$ cat src/swg_pkg.sv
package swg_pkg;

    // ==========================================================
    // Register map
    // ==========================================================
    localparam int NUM_REGS = 15;

    localparam logic [7:0] OFF_DISP_FIRST_ROW_HI = 8'h0e;
    localparam logic [7:0] OFF_DISP_LAST_ROW_HI = 8'h0f;
    localparam logic [7:0] OFF_DISP_FIRST_COL_HI = 8'h10;
    localparam logic [7:0] OFF_DISP_LAST_COL_HI = 8'h11;
    localparam logic [7:0] OFF_WINDOW_LOW_BITS = 8'h12;
    localparam logic [7:0] OFF_EXPOSURE_ROWS_HIGH = 8'h13;
    localparam logic [7:0] OFF_EXPOSURE_ROWS_LOW = 8'h14;
    localparam logic [7:0] OFF_LINE_GAP_HIGH = 8'h15;
    localparam logic [7:0] OFF_LINE_GAP_LOW = 8'h16;
    localparam logic [7:0] OFF_FRAME_GAP_HIGH = 8'h17;
    localparam logic [7:0] OFF_FRAME_GAP_LOW = 8'h18;
    localparam logic [7:0] OFF_OVERALL_VIDEO_GAIN = 8'h19;
    localparam logic [7:0] OFF_BLUE_CHANNEL_GAIN = 8'h1a;
    localparam logic [7:0] OFF_GREEN_CHANNEL_GAIN = 8'h1b;
    localparam logic [7:0] OFF_RED_CHANNEL_GAIN = 8'h1c;

    // ==========================================================
    // Reset values
    // ==========================================================
    localparam logic [7:0] RST_DISP_FIRST_ROW_HI = 8'h00;
    localparam logic [7:0] RST_DISP_LAST_ROW_HI = 8'hfb;
    localparam logic [7:0] RST_DISP_FIRST_COL_HI = 8'h00;
    localparam logic [7:0] RST_DISP_LAST_COL_HI = 8'ha5;
    localparam logic [7:0] RST_WINDOW_LOW_BITS = 8'h32;
    localparam logic [7:0] RST_ZERO = 8'h00;

    // ==========================================================
    // Writable bit masks (reserved bits cleared)
    // ==========================================================
    localparam logic [7:0] MASK_FULL = 8'hff;
    localparam logic [7:0] MASK_WINDOW_LOW_BITS = 8'h7f;
    localparam logic [7:0] MASK_EXPOSURE_ROWS_HIGH = 8'h0f;
    localparam logic [7:0] MASK_LINE_GAP_HIGH = 8'h07;
    localparam logic [7:0] MASK_FRAME_GAP_HIGH = 8'h0f;

    // ==========================================================
    // Register indices and tables
    // ==========================================================
    localparam int IDX_DISP_FIRST_ROW_HI = 0;
    localparam int IDX_DISP_LAST_ROW_HI = 1;
    localparam int IDX_DISP_FIRST_COL_HI = 2;
    localparam int IDX_DISP_LAST_COL_HI = 3;
    localparam int IDX_WINDOW_LOW_BITS = 4;
    localparam int IDX_EXPOSURE_ROWS_HIGH = 5;
    localparam int IDX_EXPOSURE_ROWS_LOW = 6;
    localparam int IDX_LINE_GAP_HIGH = 7;
    localparam int IDX_LINE_GAP_LOW = 8;
    localparam int IDX_FRAME_GAP_HIGH = 9;
    localparam int IDX_FRAME_GAP_LOW = 10;
    localparam int IDX_OVERALL_VIDEO_GAIN = 11;
    localparam int IDX_BLUE_CHANNEL_GAIN = 12;
    localparam int IDX_GREEN_CHANNEL_GAIN = 13;
    localparam int IDX_RED_CHANNEL_GAIN = 14;

    localparam logic [7:0] REG_OFFSET [NUM_REGS] = '{
        OFF_DISP_FIRST_ROW_HI, OFF_DISP_LAST_ROW_HI, OFF_DISP_FIRST_COL_HI,
        OFF_DISP_LAST_COL_HI, OFF_WINDOW_LOW_BITS, OFF_EXPOSURE_ROWS_HIGH,
        OFF_EXPOSURE_ROWS_LOW, OFF_LINE_GAP_HIGH, OFF_LINE_GAP_LOW,
        OFF_FRAME_GAP_HIGH, OFF_FRAME_GAP_LOW, OFF_OVERALL_VIDEO_GAIN,
        OFF_BLUE_CHANNEL_GAIN, OFF_GREEN_CHANNEL_GAIN, OFF_RED_CHANNEL_GAIN};

    localparam logic [7:0] REG_RESET [NUM_REGS] = '{
        RST_DISP_FIRST_ROW_HI, RST_DISP_LAST_ROW_HI, RST_DISP_FIRST_COL_HI,
        RST_DISP_LAST_COL_HI, RST_WINDOW_LOW_BITS, RST_ZERO,
        RST_ZERO, RST_ZERO, RST_ZERO,
        RST_ZERO, RST_ZERO, RST_ZERO,
        RST_ZERO, RST_ZERO, RST_ZERO};

    localparam logic [7:0] REG_MASK [NUM_REGS] = '{
        MASK_FULL, MASK_FULL, MASK_FULL,
        MASK_FULL, MASK_WINDOW_LOW_BITS, MASK_EXPOSURE_ROWS_HIGH,
        MASK_FULL, MASK_LINE_GAP_HIGH, MASK_FULL,
        MASK_FRAME_GAP_HIGH, MASK_FULL, MASK_FULL,
        MASK_FULL, MASK_FULL, MASK_FULL};

    // ==========================================================
    // Field positions in window_low_bits
    // ==========================================================
    localparam int POS_DISP_FIRST_ROW_LOW_BIT = 0;
    localparam int POS_DISP_LAST_ROW_LOW_BIT = 1;
    localparam int POS_DISP_FIRST_COL_LOW_PAIR = 2;
    localparam int POS_DISP_LAST_COL_LOW_PAIR = 4;
    localparam int POS_SCAN_ROW_PLUS_ONE = 6;

    // ==========================================================
    // Carriers
    // ==========================================================
    typedef struct packed {
        logic wr;
        logic rd;
        logic [7:0] addr;
        logic [7:0] wdata;
    } swg_reg_req_t;

    typedef struct packed {
        logic [8:0] disp_first_row_field;
        logic [8:0] disp_last_row_field;
        logic [9:0] disp_first_col_field;
        logic [9:0] disp_last_col_field;
        logic [11:0] exposure_rows;
        logic [10:0] line_gap;
        logic [11:0] frame_gap;
        logic [7:0] overall_gain_code;
        logic [7:0] blue_gain_code;
        logic [7:0] green_gain_code;
        logic [7:0] red_gain_code;
    } swg_cfg_t;

endpackage : swg_pkg

$ cat src/swg_window_timing_gain_regs.sv
`timescale 1ns/1ps
// Functional notes
// - first-row register holds start row 8:1
// - last-row register 0x0f, resets 0xfb
// - first-column register 0x10, resets 0x00
// - last-column register 0x11, resets 0xa5
// - low-bits 0/1 give row LSBs
// - low-bits 3:2, 5:4 give column pairs
// - low-bits resets 0x32; bit6 adds one
// - 12-bit exposure rows at 0x13/0x14
// - 11-bit line gap at 0x15/0x16
// - 12-bit frame gap, low at 0x18
// - overall gain 0x19, code to log gain
// - red gain 0x1c, linear, resets zero
// - blue 0x1a, green 0x1b linear gains
// - scan start and end rows plus one when bit6
module swg_window_timing_gain_regs
    import swg_pkg::*;
(
    input wire logic mclk,
    input wire logic arst_n,
    input wire swg_reg_req_t reg_req,
    output logic [7:0] reg_rdata,
    output logic reg_rvalid,
    input wire logic [8:0] scan_row_start_raw,
    input wire logic [8:0] scan_row_end_raw,
    output swg_cfg_t cfg,
    output logic [9:0] scan_row_start,
    output logic [9:0] scan_row_end
);

    // ==========================================================
    // Register storage
    // ==========================================================
    logic [7:0] reg_q [NUM_REGS];
    logic [7:0] reg_d [NUM_REGS];
    logic [NUM_REGS-1:0] wr_hit;

    for (genvar i = 0; i < NUM_REGS; i++) begin : g_reg
        assign wr_hit[i] = reg_req.wr && (reg_req.addr == REG_OFFSET[i]);

        always_comb begin
            reg_d[i] = reg_q[i];
            if (wr_hit[i]) begin
                reg_d[i] = reg_req.wdata & REG_MASK[i];
            end
        end

        always_ff @(posedge mclk or negedge arst_n) begin
            if (!arst_n) begin
                reg_q[i] <= REG_RESET[i];
            end else begin
                reg_q[i] <= reg_d[i];
            end
        end
    end

    // ==========================================================
    // Read-back
    // ==========================================================
    logic [7:0] rdata_d;
    logic [7:0] rdata_q;
    logic rvalid_d;
    logic rvalid_q;

    // Unmapped offsets answer zero rather than floating old data
    always_comb begin
        rdata_d = 8'h00;
        rvalid_d = reg_req.rd;
        if (reg_req.rd) begin
            for (int k = 0; k < NUM_REGS; k++) begin
                if (reg_req.addr == REG_OFFSET[k]) begin
                    rdata_d = reg_q[k];
                end
            end
        end
    end

    always_ff @(posedge mclk or negedge arst_n) begin
        if (!arst_n) begin
            rdata_q <= 8'h00;
            rvalid_q <= 1'b0;
        end else begin
            rdata_q <= rdata_d;
            rvalid_q <= rvalid_d;
        end
    end

    assign reg_rdata = rdata_q;
    assign reg_rvalid = rvalid_q;

    // ==========================================================
    // Field assembly
    // ==========================================================
    logic [7:0] low_bits;
    swg_cfg_t cfg_d;
    swg_cfg_t cfg_q;

    assign low_bits = reg_q[IDX_WINDOW_LOW_BITS];

    always_comb begin
        cfg_d.disp_first_row_field = {reg_q[IDX_DISP_FIRST_ROW_HI], low_bits[POS_DISP_FIRST_ROW_LOW_BIT]};
        cfg_d.disp_last_row_field = {reg_q[IDX_DISP_LAST_ROW_HI], low_bits[POS_DISP_LAST_ROW_LOW_BIT]};
        cfg_d.disp_first_col_field = {reg_q[IDX_DISP_FIRST_COL_HI],
            low_bits[POS_DISP_FIRST_COL_LOW_PAIR +: 2]};
        cfg_d.disp_last_col_field = {reg_q[IDX_DISP_LAST_COL_HI],
            low_bits[POS_DISP_LAST_COL_LOW_PAIR +: 2]};
        cfg_d.exposure_rows = {reg_q[IDX_EXPOSURE_ROWS_HIGH][3:0], reg_q[IDX_EXPOSURE_ROWS_LOW]};
        cfg_d.line_gap = {reg_q[IDX_LINE_GAP_HIGH][2:0], reg_q[IDX_LINE_GAP_LOW]};
        cfg_d.frame_gap = {reg_q[IDX_FRAME_GAP_HIGH][3:0], reg_q[IDX_FRAME_GAP_LOW]};
        cfg_d.overall_gain_code = reg_q[IDX_OVERALL_VIDEO_GAIN];
        cfg_d.blue_gain_code = reg_q[IDX_BLUE_CHANNEL_GAIN];
        cfg_d.green_gain_code = reg_q[IDX_GREEN_CHANNEL_GAIN];
        cfg_d.red_gain_code = reg_q[IDX_RED_CHANNEL_GAIN];
    end

    // ==========================================================
    // Scan window row offset
    // ==========================================================
    logic [9:0] scan_start_d;
    logic [9:0] scan_end_d;
    logic [9:0] scan_start_q;
    logic [9:0] scan_end_q;

    swg_scan_row_adjust u_scan_adjust (
        .start_raw(scan_row_start_raw),
        .end_raw(scan_row_end_raw),
        .plus_one(low_bits[POS_SCAN_ROW_PLUS_ONE]),
        .start_adj(scan_start_d),
        .end_adj(scan_end_d)
    );

    always_ff @(posedge mclk or negedge arst_n) begin
        if (!arst_n) begin
            cfg_q <= '0;
            scan_start_q <= 10'h000;
            scan_end_q <= 10'h000;
        end else begin
            cfg_q <= cfg_d;
            scan_start_q <= scan_start_d;
            scan_end_q <= scan_end_d;
        end
    end

    assign cfg = cfg_q;
    assign scan_row_start = scan_start_q;
    assign scan_row_end = scan_end_q;

endmodule : swg_window_timing_gain_regs

$ cat src/swg_scan_row_adjust.sv
`timescale 1ns/1ps
module swg_scan_row_adjust
    import swg_pkg::*;
(
    input wire logic [8:0] start_raw,
    input wire logic [8:0] end_raw,
    input wire logic plus_one,
    output logic [9:0] start_adj,
    output logic [9:0] end_adj
);

    logic [8:0] raw [2];
    logic [9:0] adj [2];

    assign raw[0] = start_raw;
    assign raw[1] = end_raw;

    // ==========================================================
    // Per-bound increment
    // ==========================================================
    // Ten bits out so the top row plus one never wraps to zero
    for (genvar g = 0; g < 2; g++) begin : g_bound
        assign adj[g] = {1'b0, raw[g]} + {9'h000, plus_one};
    end

    assign start_adj = adj[0];
    assign end_adj = adj[1];

endmodule : swg_scan_row_adjust

$ cat config.mk
export PLATFORM = sky130hd
export DESIGN_NAME = swg_window_timing_gain_regs
export DESIGN_NICKNAME = d
export VERILOG_FILES = /design/src/swg_pkg.sv /design/src/swg_window_timing_gain_regs.sv /design/src/swg_scan_row_adjust.sv
export SDC_FILE = /design/constraint.sdc
export NUM_CORES = 1
export LEC_CHECK = 0
export ABC_AREA = 1
export BUFFER_PORTS_ARGS = -buffer_cell sky130_fd_sc_hd__buf_2
export CAP_MARGIN = 30
export CORE_ASPECT_RATIO = 0.5
export CORE_MARGIN = 2
export CORE_UTILIZATION = 55
export DETAILED_ROUTE_END_ITERATION = 16
export HOLD_SLACK_MARGIN = 0.05
export PLACE_DENSITY_LB_ADDON = 0.15
export SYNTH_ARGS = -nofsm -noshare
export SYNTH_HDL_FRONTEND = slang
export SYNTH_HIERARCHICAL = 1
export SYNTH_SLANG_ARGS = --single-unit
$ cat constraint.sdc
create_clock -name mclk -period 1.5 [get_ports mclk]
set_input_delay 0.3 -clock mclk [delete_from_list [all_inputs] [get_ports mclk]]
set_output_delay 0.3 -clock mclk [all_outputs]
set_load 0.05 [all_outputs]
==> results.sh, run 1 <==
export IMPL_slew_viol_final=0
export IMPL_netlist_area_sq_um=8750
export IMPL_fillCellCount=1139
export IMPL_hold_violations=0
export IMPL_hold_path_end="scan_row_start[2]"
export IMPL_seqCellArea_sq_um=6020
export IMPL_fmax_mhz=632
export IMPL_hold_depth=2
export IMPL_post_dp_hpwl_microns=16600
export IMPL_post_route_drc_count=0
export IMPL_clock_skew_final_ns=0.0186
export IMPL_ctsHtreeMaxLevel=1
export IMPL_ir_drop_mv=0.907
export IMPL_leakagePower_nw=6.12
export IMPL_cts_root_buf="clkbuf_16"
export IMPL_slew_headroom_pct=65.3
export IMPL_p_per_area_nw_per_um2=1190
export IMPL_drive_above_1_share_pct=31.8
export IMPL_synth_top_area_share_pct=64.6
export IMPL_r2r_slack_ns=-0.08
export IMPL_dp_worst_setup_slack_ns=-0.597
export IMPL_fin_crit_sh_pct=105
export IMPL_maxCapViolations=0
export IMPL_violations="setup timing"
export IMPL_grt_pass1_vias=6428
export IMPL_routed_wl_microns=23700
export IMPL_worstMarginPinSlew_ns=0.520
export IMPL_first_iter_violations=567
export IMPL_grt_remaining_overflow=0
export IMPL_setup_violations=2
export IMPL_via_per_inst=5.24
export IMPL_reg2reg_to="reg_rdata[2]"
export IMPL_r2r_cells=12
export IMPL_synthCells=849
export IMPL_hold_path_class="in2reg"
export IMPL_die_area_sq_um=17000
export IMPL_yosysSeqAreaShare_pct=68.8
export IMPL_grt_pass1_wl_microns=35800
export IMPL_worstSetupPathType="reg2reg"
export IMPL_ys_warnings_count=6
export IMPL_post_synth_top_count_cell="nand2_1"
export IMPL_status="complete, but fails checks"
export IMPL_cts_inserted_buffers=21
export IMPL_crit_path_start="cfg_d[99]"
export IMPL_clock_latency_ns=0.50
export IMPL_holdCritStartpoint="scan_row_start_raw[2]"
export IMPL_required_ns=1.87
export IMPL_yosys_top_cells_area="dfrtp_1, nand2_1, o21ai_0, dfstp_2, inv_1"
export IMPL_coreArea_sq_um=15500
export IMPL_vias=6995
export IMPL_routedWlPerCell_microns=17.7
export IMPL_die_w_microns=182
export IMPL_io_buffers=171
export IMPL_synth_distinct_cells=27
export IMPL_min_period_ns=1.58
export IMPL_synthFlopType="dfrtp_1"
export IMPL_synth_edf_count=0
export IMPL_end_kind="flip-flop"
export IMPL_row_count=32
export IMPL_crit_path_start_kind="flip-flop"
export IMPL_grt_max_degree=51
export IMPL_worst_endpoint_arrival_ns=1.95
export IMPL_area_growth_pct=30.4
export IMPL_place_gp_congestion=0.956
export IMPL_reg2reg_from="cfg_d[99]"
export IMPL_drtAntennaViolNets=0
export IMPL_dieHeight_microns=93.2
export IMPL_cts_buffer_depth=3
export IMPL_multi_input_area_sq_um=2510
export IMPL_antenna_found_initial=0
export IMPL_diodes=0
export IMPL_path_clk_slew_ns=0.07
export IMPL_synth_fp_nets=891
export IMPL_fin_ws_ns=-0.0823
export IMPL_holdWs_ns=0.0622
export IMPL_firstDrtPassIters=5
export IMPL_cts_tree="done"
export IMPL_nets=1160
export IMPL_rsz0062_at_grt="yes"
export IMPL_syn_avg_cell_area_sq_um=10.3
export IMPL_finalPower_mw=13.5
export IMPL_setup_tns_ns=-0.137
export IMPL_start_util_pct=56.5
export IMPL_ys_ff_latch=240
export IMPL_synth_common_cells="nand2_1, dfrtp_1, o21ai_0, inv_1, nor2_1"
export IMPL_pin_count=172
export IMPL_grt_usage_pct=27.8
export IMPL_cts_sinks=240
export IMPL_async_flop_share_pct=100
export IMPL_synth_largest_area_cell="dfrtp_1"
export IMPL_path_max_fanout=2
## timing repair
| action | 4_1_cts | 5_1_grt |
|---|---|---|
| gates cloned | 0 | 0 |
| gates resized for setup | 11 | 35 |
| endpoints found under the setup margin | 5 | 10 |
| hold buffers | 8 | 0 |
| pin swaps | 9 | 16 |
| setup buffers | 5 | 11 |
| hold endpoints to repair | 38 | 0 |
## critical path: stages (launching register included)
cell and delay (ns):
dfrtp_1 0.40, nand3_1 0.11, nand2_1 0.07, nor2_2 0.12
nand2_2 0.10, nand2_1 0.07, nand2_1 0.04, nand2_1 0.06
nand3_2 0.07, nand2_2 0.10, nand4_1 0.09, nor2_2 0.16
nor2_1 0.05
## cells by family (layout without fill, tap and decap cells)
group	count (synthesis)	count (layout)	synth area share, %
xor+xnor	6	6	0.601
buf+inv	89	371	3.89
flops	240	240	68.8
fa+ha+maj	4	4	0.572
compound gates	143	143	8.21
simple gates	367	367	17.9
## area by class of cell
class,count,area share [%]
clock buffers,34,5.47
flip-flops and latches,240,52.8
multi-input cells,520,22.0
well taps,204,2.24
repair buffers,270,15.2
clock inverters,2,0.164
inverters,65,2.14
## worst max path at each step
| stage | to | slack (ns) | depth (start not counted) |
|---|---|---|---|
| detailed placement | reg_rdata[4] | -0.60 | 15 |
| finish | reg_rdata[2] | -0.08 | 12 |
| CTS | reg_rdata[4] | -0.003 | 10 |
| floorplan | reg_rdata[2] | -0.03 | 11 |
| global placement | reg_rdata[4] | -0.57 | 15 |
| global route | reg_rdata[2] | -0.17 | 12 |
## sequential cells by signal, summed over array words and instances, names as in the netlist
signal          cells
reg_rdata           8
low_bits            7
reg_rvalid          1
cfg_d              99
scan_row_start     10
cfg               105
scan_row_end       10
## metal layers
layer  vias up  share of wire, %  global-route usage, %
li1       3254                 -                      -
met1      3388                46                   42.1
met2       328                44                   41.2
met3        25               9.5                   7.79
met4         0               1.1                   4.44
met5         -                 0                      0
## power breakdown
part | leakage [nW] | internal [mW] | switching, mW
Sequential | 3.22 | 6.78 | 0.181
Combinational | 2.59 | 0.354 | 1.08
Clock | 0.310 | 2.85 | 2.27
Total | 6.12 | 9.99 | 3.53
## metrics by stage
stage | area, sq um | utilization (%) | std cells
2_1_floorplan | 8750 | - | 849
3_3_place_gp | 10400 | 67.3 | 1275
3_5_place_dp | 10400 | 67.3 | 1275
4_1_cts | 11200 | 72.3 | 1324
5_1_grt | 11400 | 73.6 | 1335
6_report | 11400 | 73.6 | 1335
## cell usage in the layout (no fill, tap or decap), types with 12 or more instances in the layout
master     synthesis  final
clkbuf_16          0     21
nand2_1          257    247
nor2_1            44     33
inv_1             62     61
nor2_2             2     12
dfrtp_1          226    225
dfstp_2           14     14
nand2_2            3     12
o21ai_0          122    117
buf_2              2    170
buf_4              1     79
nand3_1           22     16
nand4_1           15     15
a21oi_1           16     15
Power figures use the tool's default switching activity.
==> run 2: changes to the inputs <==
Settings changed: PLACE_DENSITY from default to 0.83, PLACE_DENSITY_LB_ADDON 0.15 to default, SETUP_SLACK_MARGIN from default to 0.15.
==> results.sh, run 2 (synthesis results as in run 1) <==
export IMPL_fin_ws_ns=-0.144
export IMPL_die_area_sq_um=17000
export IMPL_crit_path_frequent_cell="nand2_1"
export IMPL_grt_pass1_vias=7407
export IMPL_dieHeight_microns=93.2
export IMPL_slew_viol_final=0
export IMPL_post_dp_hpwl_microns=16800
export IMPL_diodes=0
export IMPL_post_route_drc_count=0
export IMPL_r2r_slack_ns=-0.12
export IMPL_antenna_found_initial=0
export IMPL_leakagePower_nw=6.28
export IMPL_routedWlPerCell_microns=21.1
export IMPL_worst_endpoint_arrival_ns=2.04
export IMPL_maxCapViolations=0
export IMPL_grt_pass1_wl_microns=40000
export IMPL_via_per_inst=5.80
export IMPL_grt_remaining_overflow=0
export IMPL_grt_usage_pct=30.9
export IMPL_reg2reg_from="cfg_d[85]"
export IMPL_crit_path_top_delay_cell="o22ai_1"
export IMPL_path_clk_slew_ns=0.07
export IMPL_crit_path_cell_trace="buf_2 > inv_1 > nand2_1 > nor2_1 > nand2_2 > inv_2 > nand2_1 > nand2_1 > o22ai_1 > nand4_1 > o21ai_1 > nand3_1 > nand2_1 > inv_1"
export IMPL_worstSetupPathType="in2reg"
export IMPL_setup_tns_ns=-0.253
export IMPL_io_buffers=171
export IMPL_finish_utilization_pct=80.0
export IMPL_first_iter_violations=839
export IMPL_end_kind="flip-flop"
export IMPL_routed_wl_microns=28200
export IMPL_cpPeakStageDelay_ns=0.25
export IMPL_fmax_mhz=608
export IMPL_holdWs_ns=0.0595
export IMPL_clock_skew_final_ns=0.0127
export IMPL_slew_headroom_pct=66.9
export IMPL_cts_inserted_buffers=21
export IMPL_status="complete, but fails checks"
export IMPL_clock_latency_ns=0.51
export IMPL_hold_path_class="in2reg"
export IMPL_min_period_ns=1.64
export IMPL_holdCritStartpoint="scan_row_start_raw[0]"
export IMPL_worstMarginPinSlew_ns=0.497
export IMPL_required_ns=1.90
export IMPL_start_util_pct=56.5
export IMPL_cts_buffer_depth=3
export IMPL_fin_crit_sh_pct=110
export IMPL_grt_max_degree=59
export IMPL_coreArea_sq_um=15500
export IMPL_drive_above_1_share_pct=34.8
export IMPL_row_count=32
export IMPL_vias=7757
export IMPL_final_cell_mix="nand2_1, dfrtp_1, buf_6, o21ai_0, buf_4"
export IMPL_hold_violations=0
export IMPL_pin_count=172
export IMPL_area_growth_pct=41.7
export IMPL_path_max_fanout=7
export IMPL_drtAntennaViolNets=0
export IMPL_violations="setup timing"
export IMPL_rsz0062_at_grt="yes"
export IMPL_reg2reg_to="reg_rdata[6]"
export IMPL_firstDrtPassIters=8
export IMPL_crit_path_start_kind="input port"
export IMPL_p_per_area_nw_per_um2=1120
export IMPL_die_w_microns=182
export IMPL_nets=1162
export IMPL_cts_root_buf="clkbuf_16"
export IMPL_place_gp_congestion=0.927
export IMPL_hold_path_end="scan_row_start[0]"
export IMPL_largest_reg_flops=105
export IMPL_cts_tree="done"
export IMPL_r2r_cells=8
export IMPL_mostFrequentLayoutCell="nand2_1"
export IMPL_ir_drop_mv=0.934
export IMPL_ctsHtreeMaxLevel=1
export IMPL_setup_violations=3
export IMPL_hold_depth=2
export IMPL_cts_sinks=240
==> run 2: report_power, final <==
| group | switching, mW | internal [mW] | total (mW) |
|---|---|---|---|
| clock network | 2.37 | 2.73 | 5.10 |
| logic | 1.16 | 0.576 | 1.74 |
| registers | 0.230 | 6.78 | 7.01 |
| total | 3.76 | 10.1 | 13.9 |
==> run 2: through the flow <==
step                cells  cell area [sq um]  setup WS (ns)  power [mW]
floorplan             849               8880        -0.0180        7.85
global placement     1269              10400         -0.409        8.45
detailed placement   1269              10400         -0.443        8.48
CTS                  1330              12000         0.0747        13.7
global route         1337              12400         -0.159        14.3
finish               1337              12400         -0.144        13.9
==> run 2: worst max-delay path by stage <==
stage / startpoint / to / slack [ns] / depth (start not counted)
6_report: reg_req[9] / reg_rdata[6] / -0.14 / 14
5_1_grt: cfg_d[85] / reg_rdata[6] / -0.16 / 8
4_1_cts: reg_rdata[4] / reg_rdata[4] / 0.07 / 1
3_5_place_dp: reg_req[15] / reg_rdata[5] / -0.44 / 13
3_3_place_gp: reg_req[15] / reg_rdata[5] / -0.41 / 13
2_1_floorplan: reg_req[13] / reg_rdata[2] / -0.02 / 11
==> run 2: metal layers <==
layer / up-vias / global-route usage (%) / routed length [microns]
met5: - / 0 / 0
met2: 626 / 49.0 / 12900
met4: 0 / 9.27 / 1050
met1: 3749 / 42.1 / 10800
li1: 3266 / - / -
met3: 116 / 8.96 / 3520
==> run 2: timing repair <==
item	in CTS	in global routing
setup buffers	15	6
resized for setup	232	113
endpoints found under the hold margin	51	0
pin swaps	10	34
setup endpoints to repair	150	160
hold buffers	10	0
cloned	0	1
==> run 2: cell type report <==
cell class,count,area (sq um)
sequential,240,6020
fill,817,3090
multi-input combinational,521,2640
timing repair buffer,271,2600
clock buffer,30,589
inverter,65,263
tap,204,255
clock inverter,6,30.0
==> run 2: worst max-delay path: cells and delay by family <==
kind	cells	cell delay (ns)
buffers and inverters	4	0.39
and+or+nand+nor	8	0.96
AOI/OAI and AO/OA	2	0.38
==> run 3: changes to the inputs <==
Settings changed: CORE_ASPECT_RATIO 0.5 to 2.
==> results.sh, run 3 (synthesis results as in run 1) <==
export IMPL_fin_crit_sh_pct=97.2
export IMPL_start_util_pct=55.7
export IMPL_nets=1143
export IMPL_clock_latency_ns=0.50
export IMPL_final_cell_mix="nand2_1, dfrtp_1, buf_6, o21ai_0, buf_4"
export IMPL_dpl_cell_count=1255
export IMPL_worst_endpoint_arrival_ns=1.89
export IMPL_pwr_share_seq_pct=50.6
export IMPL_combPwrFrac_pct=12.0
export IMPL_mostFrequentLayoutCell="nand2_1"
export IMPL_path_clk_slew_ns=0.07
export IMPL_coreArea_sq_um=15700
export IMPL_antenna_found_initial=2
export IMPL_ir_drop_mv=1.06
export IMPL_die_area_sq_um=17000
export IMPL_final_cells=1317
export IMPL_via_per_inst=5.62
export IMPL_hold_violations=0
export IMPL_fmax_mhz=686
export IMPL_drtAntennaViolNets=0
export IMPL_first_iter_violations=599
export IMPL_setup_tns_ns=0
export IMPL_row_count=65
export IMPL_grt_usage_pct=30.6
export IMPL_pin_count=172
export IMPL_fin_ws_ns=0.0421
export IMPL_grt_max_degree=67
export IMPL_cts_inserted_buffers=20
export IMPL_p_per_area_nw_per_um2=1130
export IMPL_routed_top_layer="met4"
export IMPL_grt_pass1_wl_microns=39500
export IMPL_dp_worst_setup_slack_ns=-0.475
export IMPL_area_growth_pct=40.3
export IMPL_routed_wl_microns=27300
export IMPL_cts_tree="done"
export IMPL_slew_viol_final=0
export IMPL_p_clk_share_pct=37.4
export IMPL_routedWlPerCell_microns=20.7
export IMPL_leakagePower_nw=6.17
export IMPL_clock_skew_final_ns=0.00885
export IMPL_io_buffers=171
export IMPL_switchingPower_mw=3.68
export IMPL_cts_buffer_depth=3
export IMPL_cts_root_buf="clkbuf_16"
export IMPL_wl_met3_microns=1770
export IMPL_largest_reg_flops=105
export IMPL_hold_path_class="in2reg"
export IMPL_end_kind="flip-flop"
export IMPL_rsz0062_at_grt="yes"
export IMPL_required_ns=1.93
export IMPL_post_route_drc_count=0
export IMPL_finalPower_mw=13.9
export IMPL_firstDrtPassIters=5
export IMPL_place_gp_congestion=0.924
export IMPL_slew_headroom_pct=61.7
export IMPL_grt_remaining_overflow=0
export IMPL_fillCellCount=882
export IMPL_p_int_mw=10.2
export IMPL_post_dp_hpwl_microns=16800
export IMPL_dieHeight_microns=182
export IMPL_vias=7398
export IMPL_status="complete, no violations"
export IMPL_grt_pass1_vias=7617
export IMPL_drt_met1_wl_microns=8760
export IMPL_setup_violations=0
export IMPL_maxCapViolations=0
export IMPL_crit_path_start_kind="input port"
export IMPL_switching_share_pct=26.5
export IMPL_cts_sinks=240
export IMPL_drive_above_1_share_pct=34.4
export IMPL_worstMarginPinSlew_ns=0.574
export IMPL_worstSetupPathType="in2reg"
export IMPL_path_max_fanout=3
export IMPL_finish_utilization_pct=78.2
export IMPL_wl_met2_microns=14600
export IMPL_min_period_ns=1.46
export IMPL_die_w_microns=93.2
export IMPL_ctsHtreeMaxLevel=1
run 3: path summary, 6_finish.rpt:
check	start	end	slack, ns	cells past startpoint
max reg2reg	low_bits[2]	reg_rdata[2]	0.05	9
max	reg_req[12]	reg_rdata[2]	0.04	16
min reg2reg	cfg_d[11]	cfg[11]	0.41	0
min in group asynchronous	arst_n	cfg[0]	0.28	2
max in group asynchronous	arst_n	cfg[62]	0.55	3
min	scan_row_start_raw[0]	scan_row_start[0]	0.05	2
run 3: timing repair:
action	CTS	global route
hold endpoints to repair	54	0
buffers inserted	8	11
resized for setup	217	128
hold buffers	6	0
setup endpoints to repair	158	143
pin swaps	19	26
run 3: cell type report:
cell class,count,area [sq um],area share (%)
Sequential cell,240,6020,49.1
Multi-Input combinational cell,520,2660,21.6
Timing Repair Buffer,254,2430,19.8
Clock buffer,29,586,4.77
Tap cell,201,251,2.05
Inverter,65,268,2.18
Clock inverter,6,57.6,0.469
Antenna cell,2,5.00,0.0408
run 3: routing by layer:
| metal | global-route usage, % | vias to the layer above |
|---|---|---|
| met5 | 0 | - |
| met4 | 19.8 | 0 |
| met3 | 4.25 | 137 |
| li1 | - | 3232 |
| met2 | 54.9 | 415 |
| met1 | 33.0 | 3614 |
run 3: power by group through the flow:
stage          Combinational, mW  Sequential (mW)  Clock (mW)
2_1_floorplan              0.244             7.60           0
3_3_place_gp                1.34             7.08           0
3_5_place_dp                1.37             7.09           0
4_1_cts                     1.55             7.00        5.19
5_1_grt                     1.76             7.05        5.45
6_report                    1.67             7.03        5.20
run 3: worst max-delay path, cell delays in order:
cell and delay [ns]:
buf_2 0.13, inv_2 0.05, nor2_1 0.23, nand4_1 0.19, buf_4 0.19, nor2_1 0.11
nor2_2 0.05, nand2_1 0.08, nand2_1 0.07, nand2_1 0.07, nand2_1 0.06, nand3_1 0.06
nand2_1 0.07, nand4_1 0.09, nor2_1 0.05, nor2_1 0.10
run 3: through the flow:
| step | area [sq um] | hold slack, ns |
|---|---|---|
| CTS | 11700 | 0.0471 |
| global placement | 10400 | 0.210 |
| global route | 12300 | 0.0493 |
| floorplan | 8880 | 0.00441 |
| detailed placement | 10400 | 0.211 |
| finish | 12300 | 0.0487 |
